===== config.mk =====
export PLATFORM = sky130hd
export DESIGN_NAME = des_shifter
export DESIGN_NICKNAME = d
export VERILOG_FILES = /design/src/hdl/des_pkg.sv /design/src/hdl/des_pulse_gen.sv /design/src/hdl/des_shifter.sv
export SDC_FILE = /design/constraint.sdc
export NUM_CORES = 1
export LEC_CHECK = 0
export ABC_CLOCK_PERIOD_IN_PS = 3100
export BUFFER_PORTS_ARGS = -buffer_cell sky130_fd_sc_hd__buf_2
export CORE_AREA = 2 2 116 146
export DETAILED_ROUTE_END_ITERATION = 10
export DIE_AREA = 0 0 118 148
export PLACE_DENSITY = 0.78
export SYNTH_ARGS = -nofsm -noshare
export SYNTH_HDL_FRONTEND = slang
export SYNTH_SLANG_ARGS = --single-unit

===== constraint.sdc =====
create_clock -name clk -period 3.1 [get_ports clk]
set_input_delay 0.31 -clock clk [delete_from_list [all_inputs] [get_ports clk]]
set_output_delay 0.31 -clock clk [all_outputs]
set_load 0.02 [all_outputs]

===== src/hdl/des_pkg.sv =====
// Constants, opcodes and types shared by the dual element shifter
package des_pkg;

  // Word layout: index 15 is the sign, index 14 magnitude bit 1,
  // index 0 magnitude bit 15 (least significant)
  localparam int unsigned WORD_W        = 16;
  localparam int unsigned SIGN_POS      = 15;
  localparam int unsigned COUNT_W       = 6;
  localparam int unsigned OPCODE_W      = 9;

  // Timing in its own units, cycle counts derived from the clock
  localparam int unsigned CLK_PERIOD_NS = 5;
  localparam int unsigned TIME_PULSE_NS = 500;
  localparam int unsigned BASE_TIME_NS  = 6000;
  localparam int unsigned PULSE_DIV     = TIME_PULSE_NS / CLK_PERIOD_NS;
  localparam int unsigned BASE_PULSES   = BASE_TIME_NS / TIME_PULSE_NS;
  localparam int unsigned FAST_MAX      = 6;
  localparam int unsigned SLOW_OFFSET   = 5;
  localparam int unsigned PULSE_CNT_W   = 7;

  // Opcodes, octal 400 404 440 444 420 424 and 024
  localparam logic [8:0] OPC_DUAL_LEFT  = 9'h100;
  localparam logic [8:0] OPC_DUAL_RIGHT = 9'h104;
  localparam logic [8:0] OPC_LEFT_RIGHT = 9'h120;
  localparam logic [8:0] OPC_RIGHT_RIGHT = 9'h124;
  localparam logic [8:0] OPC_ACC_LEFT   = 9'h110;
  localparam logic [8:0] OPC_ACC_RIGHT  = 9'h114;
  localparam logic [8:0] OPC_ROUND_LEFT = 9'h014;

  // Reset values of the accumulators and B registers
  localparam logic [15:0] WORD_RESET    = 16'h0000;

  typedef enum logic [2:0] {
    OP_NONE,
    OP_DUAL_COMBINED_LEFT,
    OP_DUAL_COMBINED_RIGHT,
    OP_LEFT_ELEMENT_RIGHT,
    OP_RIGHT_ELEMENT_RIGHT,
    OP_ACCUMULATORS_LEFT,
    OP_ACCUMULATORS_RIGHT,
    OP_ROUNDING_LEFT
  } des_op_t;

endpackage : des_pkg


===== src/hdl/des_pulse_gen.sv =====
// Time pulse divider: one-cycle enable every DIV clocks while enabled
`timescale 1ns/1ps
module des_pulse_gen #(
  parameter int unsigned DIV = des_pkg::PULSE_DIV
) (
  input  wire logic clk,
  input  wire logic reset_n,
  input  wire logic restart,
  input  wire logic enable,
  output logic      tick_q
);
  import des_pkg::*;

  localparam int unsigned CW = (DIV > 1) ? $clog2(DIV) : 1;

  typedef struct packed {
    logic [CW-1:0] cnt;
    logic          tick;
  } des_pg_t;

  des_pg_t st_q;
  des_pg_t st_d;

  // Restart aligns the first pulse to DIV clocks after the start
  always_comb begin
    st_d      = st_q;
    st_d.tick = 1'b0;
    if (restart || !enable) begin
      st_d.cnt = '0;
    end else if (st_q.cnt == CW'(DIV - 1)) begin
      st_d.cnt  = '0;
      st_d.tick = 1'b1;
    end else begin
      st_d.cnt = st_q.cnt + 1'b1;
    end
  end

  always_ff @(posedge clk) begin
    if (!reset_n) begin
      st_q <= '0;
    end else begin
      st_q <= st_d;
    end
  end

  assign tick_q = st_q.tick;

endmodule : des_pulse_gen


===== src/hdl/des_shifter.sv =====
// Shift unit for the two arithmetic elements (accumulators and B regs)
//
// Behaviour
// [RL1] Count is instruction bits R10..R15 only
// [RL2] Right shift keeps sign, fills high with sign
// [RL3] Left shift keeps sign, fills low with sign
// [RL4] Shift opcodes are never index-modified
// [RL5] Shift class never raises overflow; here rounding left raises it on a roundoff carry
// [RL6] Up to six shifts finish in six microseconds
// [RL7] Longer shifts take 6.0 plus 0.5 per extra; here 6.5 plus 0.5 per extra shift
// [RL8] Opcode 400: combined left, sign into B15
// [RL9] Opcode 404: combined right, sign into bit 1
// [RL10] Opcode 440: left element combined right only
// [RL11] Opcode 444: right element combined right only
// [RL12] Opcode 420: accumulators left, B untouched
// [RL13] Accumulator left 17 octal gives all sign
// [RL14] Opcode 424: accumulators right, B untouched
// [RL15] No roundoff except the rounding left shift
// [RL16] Rounding left places quotient, rounds to 15
// [RL17] Program keeps divisor above dividend before divide
// [RL18] One place per two megacycle time pulse
// [RL19] Sign then magnitude, negatives in complement
`timescale 1ns/1ps
module des_shifter #(
  parameter int unsigned DIV = des_pkg::PULSE_DIV
) (
  input  wire logic                         clk,
  input  wire logic                         reset_n,
  input  wire logic                         start,
  input  wire logic [des_pkg::OPCODE_W-1:0] opcode,
  input  wire logic [des_pkg::WORD_W-1:0]   half_word,
  input  wire logic [des_pkg::WORD_W-1:0]   l_acc_in,
  input  wire logic [des_pkg::WORD_W-1:0]   l_b_in,
  input  wire logic [des_pkg::WORD_W-1:0]   r_acc_in,
  input  wire logic [des_pkg::WORD_W-1:0]   r_b_in,
  output logic [des_pkg::WORD_W-1:0]        l_acc_q,
  output logic [des_pkg::WORD_W-1:0]        l_b_q,
  output logic [des_pkg::WORD_W-1:0]        r_acc_q,
  output logic [des_pkg::WORD_W-1:0]        r_b_q,
  output logic                              busy_q,
  output logic                              done_q,
  output logic                              pause_q,
  output logic                              overflow_q,
  output logic                              index_inhibit_q
);
  import des_pkg::*;

  typedef enum logic [0:0] {ST_IDLE, ST_RUN} des_state_t;
  typedef struct packed {
    des_state_t             state;
    des_op_t                op;
    logic [COUNT_W-1:0]     count;
    logic [COUNT_W-1:0]     remaining;
    logic [PULSE_CNT_W-1:0] elapsed;
    logic [PULSE_CNT_W-1:0] total;
    logic [WORD_W-1:0]      l_acc;
    logic [WORD_W-1:0]      l_b;
    logic [WORD_W-1:0]      r_acc;
    logic [WORD_W-1:0]      r_b;
    logic                   busy;
    logic                   done;
    logic                   pause;
    logic                   ovf;
    logic                   idx_inh;
  } des_st_t;

  des_st_t st_q;
  des_st_t st_d;
  logic    tick;
  // Opcode decode, shared by start acceptance and index inhibit
  function automatic des_op_t decode_op(input logic [OPCODE_W-1:0] opc);
    case (opc)
      OPC_DUAL_LEFT:   decode_op = OP_DUAL_COMBINED_LEFT;
      OPC_DUAL_RIGHT:  decode_op = OP_DUAL_COMBINED_RIGHT;
      OPC_LEFT_RIGHT:  decode_op = OP_LEFT_ELEMENT_RIGHT;
      OPC_RIGHT_RIGHT: decode_op = OP_RIGHT_ELEMENT_RIGHT;
      OPC_ACC_LEFT:    decode_op = OP_ACCUMULATORS_LEFT;
      OPC_ACC_RIGHT:   decode_op = OP_ACCUMULATORS_RIGHT;
      OPC_ROUND_LEFT:  decode_op = OP_ROUNDING_LEFT;
      default:         decode_op = OP_NONE;
    endcase
  endfunction : decode_op

  // One place of the 31-bit chain of magnitude bits and B; sign fixed
  function automatic logic [31:0] step_pair(input logic [15:0] acc,
                                            input logic [15:0] b,
                                            input logic        left);
    logic [30:0] ch;
    ch = {acc[14:0], b};
    ch = left ? {ch[29:0], acc[SIGN_POS]}              // [RL3] [RL8]
              : {acc[SIGN_POS], ch[30:1]};             // [RL2] [RL9]
    step_pair = {acc[SIGN_POS], ch};
  endfunction : step_pair

  // One place of the accumulator magnitude alone
  function automatic logic [15:0] step_acc(input logic [15:0] acc,
                                           input logic        left);
    step_acc = left ? {acc[SIGN_POS], acc[13:0], acc[SIGN_POS]}   // [RL3]
                    : {acc[SIGN_POS], acc[SIGN_POS], acc[14:1]};  // [RL2]
  endfunction : step_acc

  // Roundoff: B sign bit carries into the magnitude; bit 16 is overflow.
  // Negatives are complemented around the carry to keep their sign fill
  function automatic logic [16:0] round_acc(input logic [15:0] acc,
                                            input logic [15:0] b);
    logic [15:0] mag;
    logic [15:0] sum;
    mag = acc[SIGN_POS] ? ~acc : acc;                  // [RL19]
    sum = {1'b0, mag[14:0]} + 16'h0001;
    if (!b[SIGN_POS]) begin
      round_acc = {1'b0, acc};
    end else if (acc[SIGN_POS]) begin
      round_acc = {sum[15], ~{1'b0, sum[14:0]}};
    end else begin
      round_acc = {sum[15], 1'b0, sum[14:0]};
    end
  endfunction : round_acc

  des_pulse_gen #(
    .DIV (DIV)
  ) u_pulse (
    .clk     (clk),
    .reset_n (reset_n),
    .restart (start && st_q.state == ST_IDLE),
    .enable  (st_q.state == ST_RUN),
    .tick_q  (tick)
  );

  // Sequencing: load at start, one place per time pulse, end on total
  always_comb begin
    des_op_t     dop;
    logic [31:0] pl;
    logic [31:0] pr;
    logic [16:0] rl;
    logic [16:0] rr;
    logic [PULSE_CNT_W-1:0] nxt;
    dop = decode_op(opcode);
    pl  = '0;
    pr  = '0;
    rl  = '0;
    rr  = '0;
    nxt = st_q.elapsed + 1'b1;
    st_d = st_q;
    st_d.done    = 1'b0;
    st_d.idx_inh = (dop != OP_NONE);                   // [RL4]
    case (st_q.state)
      ST_IDLE: begin
        if (start && dop != OP_NONE) begin
          st_d.state     = ST_RUN;
          st_d.op        = dop;
          st_d.count     = half_word[COUNT_W-1:0];     // [RL1]
          st_d.remaining = half_word[COUNT_W-1:0];     // [RL1]
          st_d.elapsed   = '0;
          st_d.ovf       = 1'b0;                       // [RL5]
          if (half_word[COUNT_W-1:0] <= COUNT_W'(FAST_MAX)) begin
            st_d.total = PULSE_CNT_W'(BASE_PULSES);    // [RL6]
          end else begin
            st_d.total = PULSE_CNT_W'(BASE_PULSES - SLOW_OFFSET)
                         + PULSE_CNT_W'(half_word[COUNT_W-1:0]); // [RL7]
          end
          st_d.l_acc = l_acc_in;
          st_d.l_b   = l_b_in;
          st_d.r_acc = r_acc_in;
          st_d.r_b   = r_b_in;
          st_d.busy  = 1'b1;
        end
      end
      ST_RUN: begin
        if (tick) begin                                // [RL18]
          st_d.elapsed = nxt;
          if (st_q.remaining != '0) begin
            st_d.remaining = st_q.remaining - 1'b1;
            case (st_q.op)
              OP_DUAL_COMBINED_LEFT, OP_ROUNDING_LEFT: begin
                pl = step_pair(st_q.l_acc, st_q.l_b, 1'b1); // [RL8]
                pr = step_pair(st_q.r_acc, st_q.r_b, 1'b1);
                {st_d.l_acc, st_d.l_b} = pl;
                {st_d.r_acc, st_d.r_b} = pr;
              end
              OP_DUAL_COMBINED_RIGHT: begin
                pl = step_pair(st_q.l_acc, st_q.l_b, 1'b0); // [RL9]
                pr = step_pair(st_q.r_acc, st_q.r_b, 1'b0);
                {st_d.l_acc, st_d.l_b} = pl;
                {st_d.r_acc, st_d.r_b} = pr;
              end
              OP_LEFT_ELEMENT_RIGHT: begin
                pl = step_pair(st_q.l_acc, st_q.l_b, 1'b0); // [RL10]
                {st_d.l_acc, st_d.l_b} = pl;
              end
              OP_RIGHT_ELEMENT_RIGHT: begin
                pr = step_pair(st_q.r_acc, st_q.r_b, 1'b0); // [RL11]
                {st_d.r_acc, st_d.r_b} = pr;
              end
              OP_ACCUMULATORS_LEFT: begin
                // Fifteen steps already leave all sign; more are harmless
                st_d.l_acc = step_acc(st_q.l_acc, 1'b1);    // [RL12] [RL13]
                st_d.r_acc = step_acc(st_q.r_acc, 1'b1);
              end
              OP_ACCUMULATORS_RIGHT: begin
                st_d.l_acc = step_acc(st_q.l_acc, 1'b0);    // [RL14]
                st_d.r_acc = step_acc(st_q.r_acc, 1'b0);
              end
              default: begin
              end
            endcase
          end
          // Arithmetic pause once the basic instruction time is used up
          st_d.pause = (nxt >= PULSE_CNT_W'(BASE_PULSES)) &&
                       (nxt != st_q.total);                  // [RL6]
          if (nxt == st_q.total) begin
            // Shifts are done by now since total exceeds count
            if (st_q.op == OP_ROUNDING_LEFT) begin           // [RL15]
              rl = round_acc(st_q.l_acc, st_q.l_b);          // [RL16]
              rr = round_acc(st_q.r_acc, st_q.r_b);
              st_d.l_acc = rl[15:0];
              st_d.r_acc = rr[15:0];
              st_d.ovf   = rl[16] | rr[16];
            end
            st_d.state = ST_IDLE;
            st_d.busy  = 1'b0;
            st_d.pause = 1'b0;
            st_d.done  = 1'b1;
          end
        end
      end
      default: begin
        st_d.state = ST_IDLE;
        st_d.busy  = 1'b0;
      end
    endcase
  end

  always_ff @(posedge clk) begin
    if (!reset_n) begin
      st_q       <= '0;                  // Idle with no op: both code 0
      st_q.l_acc <= WORD_RESET;
      st_q.l_b   <= WORD_RESET;
      st_q.r_acc <= WORD_RESET;
      st_q.r_b   <= WORD_RESET;
    end else begin
      st_q <= st_d;
    end
  end

  // Outputs straight from the state flops
  assign l_acc_q         = st_q.l_acc;
  assign l_b_q           = st_q.l_b;
  assign r_acc_q         = st_q.r_acc;
  assign r_b_q           = st_q.r_b;
  assign busy_q          = st_q.busy;
  assign done_q          = st_q.done;
  assign pause_q         = st_q.pause;
  assign overflow_q      = st_q.ovf;
  assign index_inhibit_q = st_q.idx_inh;

  logic shift_step;
  assign shift_step = st_q.state == ST_RUN && tick && st_q.remaining != '0;
endmodule : des_shifter


==> run_results.csv, run 1 <==
group,metric,value,unit
yosys,yosys.area_share.xor_xnor,5.24,%
final_layout,layout.cells.non_filler,1292,
sta,fin_ws,0.368,ns
global_routing,grt_pass1_vias,6982,
setup_path,worstSetupPathType,"reg2reg",
clocking,ctsResizeCount,0,
global_routing,grt_pass1_wl,34000,um
yosys,synth.net_count,1141,
yosys,yosys_warnings,0,
floorplan,ios,161,
sta,tightest_slew,1.20,ns
yosys,synth-simple-area-share,21.0,%
sta,setup_violations,0,
yosys,synth-seq-area-share,25.8,%
sta,holdWs,0.203,ns
place,numPlacedInstances,1275,
floorplan,fp.dieArea,17500,um2
floorplan,initial_core_util,48.8,%
flow_run,maxCapViolations,0,
clocking,post_cts_buffers,0,
clocking,h-tree-depth,3,
final_layout,nets,1168,
clocking,clockBufferDepth,2,
detailed_routing,routed-via-count,7650,
sta,rsz0062_at_grt,"no",
pwr,peakVddDrop,0.207,mV
detailed_routing,dr.pass1.iters,5,
global_routing,gr-usage-all-layers,23.2,%
floorplan,coreArea,16100,um2
detailed_routing,antenna_left,0,
setup_path,start_kind,"flip-flop",
clocking,insertion_delay,0.36,ns
setup_path,arrival,3.01,ns
setup_path,worstReg2RegStart,"st_q[76]$_SDFFE_PN0P_",
detailed_routing,drtIter0Drc,685,
sta,maxSlewViolCount,0,
pwr,total_power,2.59,mW
setup_path,cp_max_fo,16,
final_layout,final_util,52.8,%
clocking,cts_root_buffer,"clkbuf_16",
yosys,synthAdderAreaFrac,0.956,%
yosys,synth.avg_cell_area,7.53,um2
yosys,synthArstFlopShare,0,%
clocking,hold_buffers,0,
place,post_dp_cell_area,8190,um2
sta,fin_crit,2.73,ns
global_routing,grt_overflow,0,
run_status,status,"finished clean",
detailed_routing,via_per_inst,5.92,
sta,hold_viol_final,0,
hold_path,min_from,"r_acc_in[15]",
place,hpwl,14400,um
floorplan,num_rows,52,
pwr,p_leak,3.01,nW
setup_path,endpoint_kind,"flip-flop",
clocking,clkSinkCount,101,
yosys,synth-compound-area-share,26.4,%
detailed_routing,drc_errors,0,
detailed_routing,routed_wl,20700,um
hold_path,hold_path_class,"in2reg",
clocking,cts_tree,"done",
yosys,synth_cells,1043,
yosys,synth_edf_count,0,
yosys,yosys_most_used_dff,"dfxtp_1",
final_layout,area_delta_synth_final,8.07,%
yosys,synth_mux_area_share,7.24,%
yosys,synth_top_family_by_area,"compound AO/OA/AOI/OAI gates",
clocking,clkTransAtPathRegs,0.08,ns
place,gp_congestion,0.845,
place,post-place-ws,0.272,ns
final_layout,design_area,8480,um2
sta,max_freq,366,MHz
global_routing,grt_max_degree,61,
floorplan,fp.dieW,118,um
global_routing,antenna_found_initial,4,
sta,slew_headroom,19.9,%
yosys,synth-seq-cells,101,
sta,finClkSkew,0.0138,ns
final_layout,drive_gt1_share,21.4,%
place,port_buffers,150,
setup_path,required,3.38,ns
detailed_routing,wl_per_cell,16.0,um
sta,tns,0,ns
clocking,tritoncts.num_buffers,9,
yosys,yosysUniqueCellTypes,78,
sta,fin_crit_sh,88.1,%
pwr,pwr_density_cell,306,nW/um2
floorplan,fp.dieH,148,um
yosys,syn_area,7850,um2
setup_path,crit_path_start,"st_q[76]$_SDFFE_PN0P_",
==> state kept, by name (all words and copies together), names as in the netlist <==
| name | flops |
|---|---|
| r_acc_q | 16 |
| pause_q | 1 |
| u_pulse.st_q | 7 |
| index_inhibit_q | 1 |
| r_b_q | 16 |
| busy_q | 1 |
| overflow_q | 1 |
| l_b_q | 16 |
| l_acc_q | 16 |
| st_q | 24 |
| u_pulse.tick_q | 1 |
| done_q | 1 |
==> synth_stat cells (5+ instances only) <==
library cell | n | share of area [%]
o21ai_1 | 6 | 0.38
buf_6 | 5 | 0.72
a31oi_1 | 35 | 2.8
o22ai_1 | 7 | 0.56
o211ai_1 | 15 | 1.4
nand2_1 | 115 | 5.5
a21oi_1 | 68 | 4.3
nor2_1 | 89 | 4.3
and3_1 | 12 | 0.96
nor4_1 | 14 | 1.1
mux2_2 | 9 | 1.3
a211oi_1 | 47 | 4.5
nand3_1 | 19 | 1.2
buf_2 | 24 | 1.5
mux2i_1 | 44 | 5.6
inv_1 | 27 | 1.3
a221oi_1 | 18 | 2.0
nand2b_1 | 8 | 0.64
ha_1 | 6 | 0.96
nor3_1 | 22 | 1.4
dfxtp_1 | 101 | 26
nor4b_1 | 5 | 0.56
clkbuf_1 | 56 | 2.7
a32oi_1 | 12 | 1.3
xor2_1 | 19 | 2.1
o21a_1 | 5 | 0.48
xnor2_1 | 28 | 3.1
buf_1 | 8 | 0.38
buf_4 | 68 | 6.5
nand3b_1 | 8 | 0.77
o21ai_0 | 59 | 3.8
nor3b_1 | 5 | 0.48
==> critical path, cell delays in order, from the launching register on <==
cell and delay (ns):
dfxtp_1 0.45, ha_1 0.41, nand3_1 0.17, o21ai_0 0.18
o21a_1 0.49, nand3_4 0.39, mux2_1 0.42, a31oi_1 0.15
==> routing by layer <==
layer / up-vias / GRT usage, % / routed length (um)
met4: 6 / 7.23 / 330
li1: 3759 / - / -
met1: 3591 / 28.6 / 8660
met3: 33 / 5.52 / 1520
met2: 261 / 40.2 / 10100
met5: - / 0 / 34
==> power by group <==
part	switching, mW	internal (mW)
Sequential	0.0115	1.30
Combinational	0.0859	0.0672
Clock	0.547	0.580
==> kinds of logic after synthesis <==
family | Yosys count
AND/OR/NAND/NOR | 334
AO/OA/AOI/OAI | 307
buffers and inverters | 193
flip-flops | 101
multiplexers | 55
XOR/XNOR | 47
adder cells (fa/ha/maj) | 6
==> cell type report <==
class | instances | area [um2]
repair buffers | 180 | 988
flip-flops and latches | 101 | 2020
fillers | 1569 | 7590
inverters | 29 | 109
clock inverters | 6 | 50.0
diodes | 1 | 2.50
well taps | 216 | 270
clock buffers | 10 | 239
multi-input cells | 749 | 4800
==> worst paths after layout <==
path	end	slack, ns	depth (start not counted)
worst max-delay path	r_acc_q[8]$_SDFFE_PN0P_	0.37	7
worst min-delay path	r_acc_q[15]$_SDFFE_PN0P_	0.20	3
worst max register to register	r_acc_q[8]$_SDFFE_PN0P_	0.37	7
worst min register to register	u_pulse.st_q[1]$_SDFF_PP0_	0.45	1
==> layout by cell type (no fill, tap or decap), drive strengths merged, types with 12 or more instances in the layout <==
| cell type | Yosys | routed |
|---|---|---|
| a32oi | 12 | 12 |
| dfxtp | 101 | 101 |
| mux2i | 44 | 44 |
| nor2 | 89 | 89 |
| nor4 | 14 | 14 |
| o211ai | 15 | 15 |
| inv | 27 | 31 |
| buf | 105 | 180 |
| a211oi | 47 | 47 |
| a31oi | 39 | 39 |
| a21oi | 68 | 68 |
| xnor2 | 28 | 28 |
| xor2 | 19 | 19 |
| nand3 | 22 | 22 |
| a221oi | 18 | 18 |
| and3 | 12 | 12 |
| nand2 | 115 | 115 |
| nor3 | 22 | 22 |
| o21ai | 65 | 65 |
Note: power is estimated with default switching activity, not from simulation.
==> run 2: changes to the inputs <==
--- a/config.mk
+++ b/config.mk
@@ -5,7 +5,7 @@
 export SDC_FILE = /design/constraint.sdc
 export NUM_CORES = 1
 export LEC_CHECK = 0
-export ABC_CLOCK_PERIOD_IN_PS = 3100
+export ABC_CLOCK_PERIOD_IN_PS = 2600
 export BUFFER_PORTS_ARGS = -buffer_cell sky130_fd_sc_hd__buf_2
 export CORE_AREA = 2 2 116 146
 export DETAILED_ROUTE_END_ITERATION = 10
==> constraint.sdc (replaced) <==
create_clock -name clk -period 2.6 [get_ports clk]
set_input_delay 0.26 -clock clk [delete_from_list [all_inputs] [get_ports clk]]
set_output_delay 0.26 -clock clk [all_outputs]
set_load 0.02 [all_outputs]
==> run 2 against run 1 <==
  * Register-to-register slack got worse by 0.18 ns
  * Count of clock-buffer cells in the layout shrank 1
  * Total power rose by 18%
  * Cell area up 3.2%
  * Setup slack got worse by 0.18 ns
  * First-iteration DRC count up 1.3%
  * Maximum frequency grew 13%
  * Via count grew 2.9%
  * Clock skew down 0.0023 ns
  * Critical endpoint is now overflow_q$_SDFFE_PN0P_
  * Largest cell class unchanged
==> run_results.csv, run 2 (synthesis gave the netlist of run 1 again) <==
group,metric,value,unit
detailed_routing,top_layer_used,"met5",
clocking,hold_buffers,0,
setup_path,critPathMaxStageDelay,0.51,ns
clocking,clkTransAtPathRegs,0.07,ns
setup_path,worstPathCellList,"or4b_4 -> mux2_4 -> nor4_1 -> a31oi_1 -> or4_1 -> mux2i_1",
pwr,pwr_density_cell,349,nW/um2
clocking,clkSinkCount,101,
sta,slew_headroom,54.8,%
pwr,total_power,3.06,mW
detailed_routing,wl_per_cell,16.2,um
setup_path,cp_max_fo,10,
final_layout,regMostFlops,"st_q",
sta,max_freq,415,MHz
final_layout,final_util,54.5,%
floorplan,fp.dieArea,17500,um2
setup_path,start_kind,"flip-flop",
flow_run,maxCapViolations,0,
sta,finClkSkew,0.0115,ns
sta,tns,0,ns
place,gp_congestion,0.862,
sta,maxSlewViolCount,0,
detailed_routing,dr.pass1.iters,6,
hold_path,hold_path_class,"in2reg",
floorplan,coreArea,16100,um2
global_routing,grt_pass1_vias,7300,
place,port_buffers,150,
clocking,cts_tree,"done",
detailed_routing,met3WireLength,1380,um
global_routing,gr-usage-all-layers,24.7,%
setup_path,worstSetupPathType,"reg2reg",
final_layout,layout_common_cells,"buf_2, nand2_1, dfxtp_1",
clocking,tritoncts.num_buffers,9,
setup_path,endpoint_kind,"flip-flop",
final_layout,final_common_cell,"buf_2",
floorplan,fp.dieH,148,um
setup_path,path_delay_family,"simple AND/OR/NAND/NOR gates",
pwr,peakVddDrop,0.298,mV
setup_path,arrival,2.70,ns
global_routing,grt_max_degree,61,
detailed_routing,antenna_left,0,
place,hpwl,15300,um
sta,fin_crit,2.41,ns
final_layout,area_delta_synth_final,11.5,%
setup_path,required,2.89,ns
sta,setup_violations,0,
pwr,p_leak,3.18,nW
floorplan,initial_core_util,48.8,%
detailed_routing,drc_errors,0,
clocking,h-tree-depth,3,
global_routing,grt_overflow,0,
floorplan,num_rows,52,
sta,rsz0062_at_grt,"no",
detailed_routing,dr_wl_met2,10600,um
setup_path,critPathBufInv,0,
final_layout,largest_reg_flops,24,
clocking,cts_root_buffer,"clkbuf_16",
floorplan,fp.dieW,118,um
global_routing,grt_pass1_wl,36000,um
sta,hold_viol_final,0,
clocking,insertion_delay,0.36,ns
setup_path,critical_path.slowest_cell,"or4b_4",
global_routing,antenna_found_initial,3,
detailed_routing,routed-via-count,7873,
detailed_routing,wl_met1,8990,um
detailed_routing,drtIter0Drc,694,
detailed_routing,routed_wl,21400,um
sta,tightest_slew,0.678,ns
final_layout,nets,1201,
floorplan,ios,161,
sta,fin_crit_sh,92.7,%
detailed_routing,via_per_inst,5.95,
run_status,status,"finished clean",
clocking,clockBufferDepth,2,
final_layout,drive_gt1_share,23.8,%
-- run 2: cell count changes in the layout (fill, tap and decap cells not counted), sizes merged --
cell    previous run  this run
buf              180       213
clkinv             3         5
inv               31        29
clkbuf            10         9
-- run 2: per-layer routing --
| layer | track usage [%] | vias to the layer above |
|---|---|---|
| met2 | 43.2 | 261 |
| li1 | - | 3825 |
| met5 | 0 | - |
| met3 | 5.02 | 33 |
| met4 | 8.73 | 4 |
| met1 | 30.2 | 3750 |
-- run 2: final timing paths --
path | startpoint | end | slack [ns] | cells past startpoint
hold / removal | l_acc_in[7] | l_acc_q[7]$_SDFFE_PN0P_ | 0.16 | 3
setup reg to reg | l_acc_q[15]$_SDFFE_PN0P_ | overflow_q$_SDFFE_PN0P_ | 0.19 | 6
setup / recovery | l_acc_q[15]$_SDFFE_PN0P_ | overflow_q$_SDFFE_PN0P_ | 0.19 | 6
hold reg to reg | overflow_q$_SDFFE_PN0P_ | overflow_q$_SDFFE_PN0P_ | 0.46 | 2
-- run 2: layout make-up --
| type | instances | area [um2] |
|---|---|---|
| clock buffer | 9 | 225 |
| tap | 216 | 270 |
| fill | 1557 | 7320 |
| antenna | 1 | 2.50 |
| clock inverter | 6 | 47.5 |
| inverter | 29 | 109 |
| sequential | 101 | 2020 |
| timing repair buffer | 213 | 1270 |
| multi-input combinational | 749 | 4800 |
-- run 2: worst min-delay path: stages --
cell     delay [ns]
buf_2          0.09
nand2_1        0.05
a31oi_1        0.07
-- run 2: through the flow --
stage	hold slack [ns]	std cells	worst slack [ns]	area, um2
2_1_floorplan	0.396	1043	0.205	7850
3_3_place_gp	0.430	1308	0.188	8480
3_5_place_dp	0.456	1308	0.124	8480
4_1_cts	0.152	1323	0.129	8750
5_1_grt	0.163	1323	0.0721	8750
6_report	0.157	1324	0.190	8750
-- run 2: repair_timing --
| item | in CTS | in global routing |
|---|---|---|
| gates resized for setup | 0 | 1 |
| setup endpoints to repair | 0 | 5 |
| setup buffers | 0 | 0 |
-- run 2: power breakdown --
group | switching (mW) | total (mW) | internal, mW | leakage (nW)
clock | 0.646 | 1.30 | 0.653 | 0.132
combinational | 0.108 | 0.192 | 0.0838 | 2.23
sequential | 0.00996 | 1.56 | 1.55 | 0.814
==> run 3: changes to the inputs <==
==> constraint.sdc (replaced) <==
create_clock -name clk -period 2.6 [get_ports clk]
set_input_delay 0.26 -clock clk [delete_from_list [all_inputs] [get_ports clk]]
set_output_delay 0.26 -clock clk [all_outputs]
set_load 0.05 [all_outputs]
==> run 3 against run 2 <==
  * Clock skew down 0.0030 ns
  * First-iteration DRC count up 1.9%
  * Final cell count down 0.15%
  * Sequential power about the same
  * Hold slack better by 0.0063 ns
  * Setup slack better by 0.024 ns
  * Clock power up 13%
  * Cell area up 0.41%
  * Sequential share of layout area down 0.095 points
==> run_results.csv, run 3 (synthesis gave the netlist of run 1 again) <==
group,metric,value,unit
run_status,status,"finished clean",
setup_path,critPathBufInv,0,
pwr,pwr_density_cell,369,nW/um2
sta,rsz0062_at_grt,"no",
final_layout,seq_area,2020,um2
place,gp_congestion,0.831,
clocking,clockBufferDepth,2,
pwr,p_leak,3.18,nW
setup_path,crit_cells,6,
sta,fin_crit,2.39,ns
setup_path,worstReg2RegEnd,"overflow_q$_SDFFE_PN0P_",
pwr,peakVddDrop,0.322,mV
final_layout,multi_input_comb_area,4820,um2
hold_path,hold_path_class,"in2reg",
setup_path,required,2.88,ns
global_routing,grt_overflow,0,
floorplan,initial_core_util,48.8,%
sta,holdWs,0.163,ns
setup_path,rrSetupSlack,0.21,ns
setup_path,worstPathCellList,"or4b_1 -> mux2_2 -> nor4_1 -> a31oi_1 -> or4_1 -> mux2i_1",
setup_path,critical_path.slowest_cell,"or4b_1",
global_routing,gr-usage-all-layers,24.2,%
clocking,ctsResizeCount,0,
sta,maxSlewViolCount,0,
clocking,clkSinkCount,101,
clocking,cts_tree,"done",
final_layout,largest_reg_flops,24,
detailed_routing,drc_errors,0,
setup_path,worstSetupPathType,"reg2reg",
clocking,hold_buffers,0,
sta,setup_violations,0,
detailed_routing,antenna_left,0,
clocking,clkTransAtPathRegs,0.07,ns
final_layout,regMostFlops,"st_q",
global_routing,grt_max_degree,61,
final_layout,fillers,1535,
detailed_routing,routed-via-count,7805,
floorplan,fp.dieH,148,um
sta,fin_ws,0.214,ns
detailed_routing,via_per_inst,5.90,
final_layout,final_common_cell,"buf_2",
pwr,total_power,3.24,mW
sta,max_freq,419,MHz
sta,finClkSkew,0.00850,ns
final_layout,area_delta_synth_final,12.0,%
sta,slew_headroom,41.6,%
floorplan,num_rows,52,
setup_path,arrival,2.67,ns
setup_path,start_kind,"flip-flop",
final_layout,layout_common_cells,"buf_2, nand2_1, dfxtp_1",
clocking,post_cts_buffers,0,
sta,hold_viol_final,0,
final_layout,nets,1199,
sta,tns,0,ns
sta,tightest_slew,0.868,ns
global_routing,grt_pass1_wl,35300,um
setup_path,reg2reg_depth,6,
floorplan,coreArea,16100,um2
global_routing,grt_pass1_vias,7211,
floorplan,ios,161,
setup_path,endpoint_kind,"flip-flop",
setup_path,worstReg2RegStart,"l_acc_q[15]$_SDFFE_PN0P_",
sta,fin_crit_sh,91.8,%
detailed_routing,drtIter0Drc,707,
floorplan,fp.dieArea,17500,um2
flow_run,maxCapViolations,0,
global_routing,antenna_found_initial,3,
clocking,tritoncts.num_buffers,9,
place,hpwl,15200,um
place,port_buffers,150,
clocking,h-tree-depth,3,
final_layout,layout.cells.non_filler,1322,
floorplan,fp.dieW,118,um
detailed_routing,wl_per_cell,16.6,um
place,numPlacedInstances,1305,
setup_path,timing.critical_path.to,"overflow_q$_SDFFE_PN0P_",
setup_path,critPathMaxStageDelay,0.51,ns
detailed_routing,dr.pass1.iters,5,
clocking,insertion_delay,0.35,ns
setup_path,cp_max_fo,6,
detailed_routing,routed_wl,21900,um
setup_path,path_delay_family,"simple AND/OR/NAND/NOR gates",
clocking,cts_root_buffer,"clkbuf_16",
setup_path,crit_path_start,"l_acc_q[15]$_SDFFE_PN0P_",
final_layout,drive_gt1_share,23.4,%
place,post-place-ws,0.113,ns
## run 3: layer usage
metal	routed length, um	part of all wire (%)	vias to the layer above	GRT usage (%)
li1	-	-	3827	-
met1	9020	41	3633	29.6
met2	10800	50	299	42.6
met3	1600	7.3	42	4.94
met4	410	1.9	4	7.71
met5	24	0.11	-	0
## run 3: stage by stage
stage	utilization [%]	cell area (um2)
finish	54.7	8790
detailed placement	52.6	8450
global route	54.7	8790
CTS	54.6	8770
global placement	52.6	8450
floorplan	-	7850
## run 3: worst min-delay path by stage
stage	startpoint	to	slack, ns	cells after the start
2_1_floorplan	l_acc_in[15]	l_acc_q[15]$_SDFFE_PN0P_	0.40	2
3_3_place_gp	u_pulse.st_q[1]$_SDFF_PP0_	u_pulse.st_q[1]$_SDFF_PP0_	0.43	1
3_5_place_dp	u_pulse.st_q[1]$_SDFF_PP0_	u_pulse.st_q[1]$_SDFF_PP0_	0.44	1
4_1_cts	r_acc_in[9]	r_acc_q[9]$_SDFFE_PN0P_	0.15	3
5_1_grt	r_acc_in[9]	r_acc_q[9]$_SDFFE_PN0P_	0.16	3
6_report	r_acc_in[9]	r_acc_q[9]$_SDFFE_PN0P_	0.16	3
## run 3: worst register-to-register path, stage by stage (launching register included)
cell and delay [ns]:
dfxtp_1 0.44, or4b_1 0.51, mux2_2 0.35, nor4_1 0.30, a31oi_1 0.13, or4_1 0.46, mux2i_1 0.14
## run 3: layout make-up
cell class | instances | share of cell area [%]
sequential | 101 | 23.0
antenna | 1 | 0.0285
clock inverter | 5 | 0.954
multi-input combinational | 750 | 54.9
tap | 216 | 3.07
inverter | 29 | 1.24
timing repair buffer | 210 | 14.2
clock buffer | 10 | 2.60
## run 3: where the power goes
group          internal (mW)  switching (mW)
registers               1.55         0.00989
logic                 0.0839           0.125
clock network          0.844           0.629
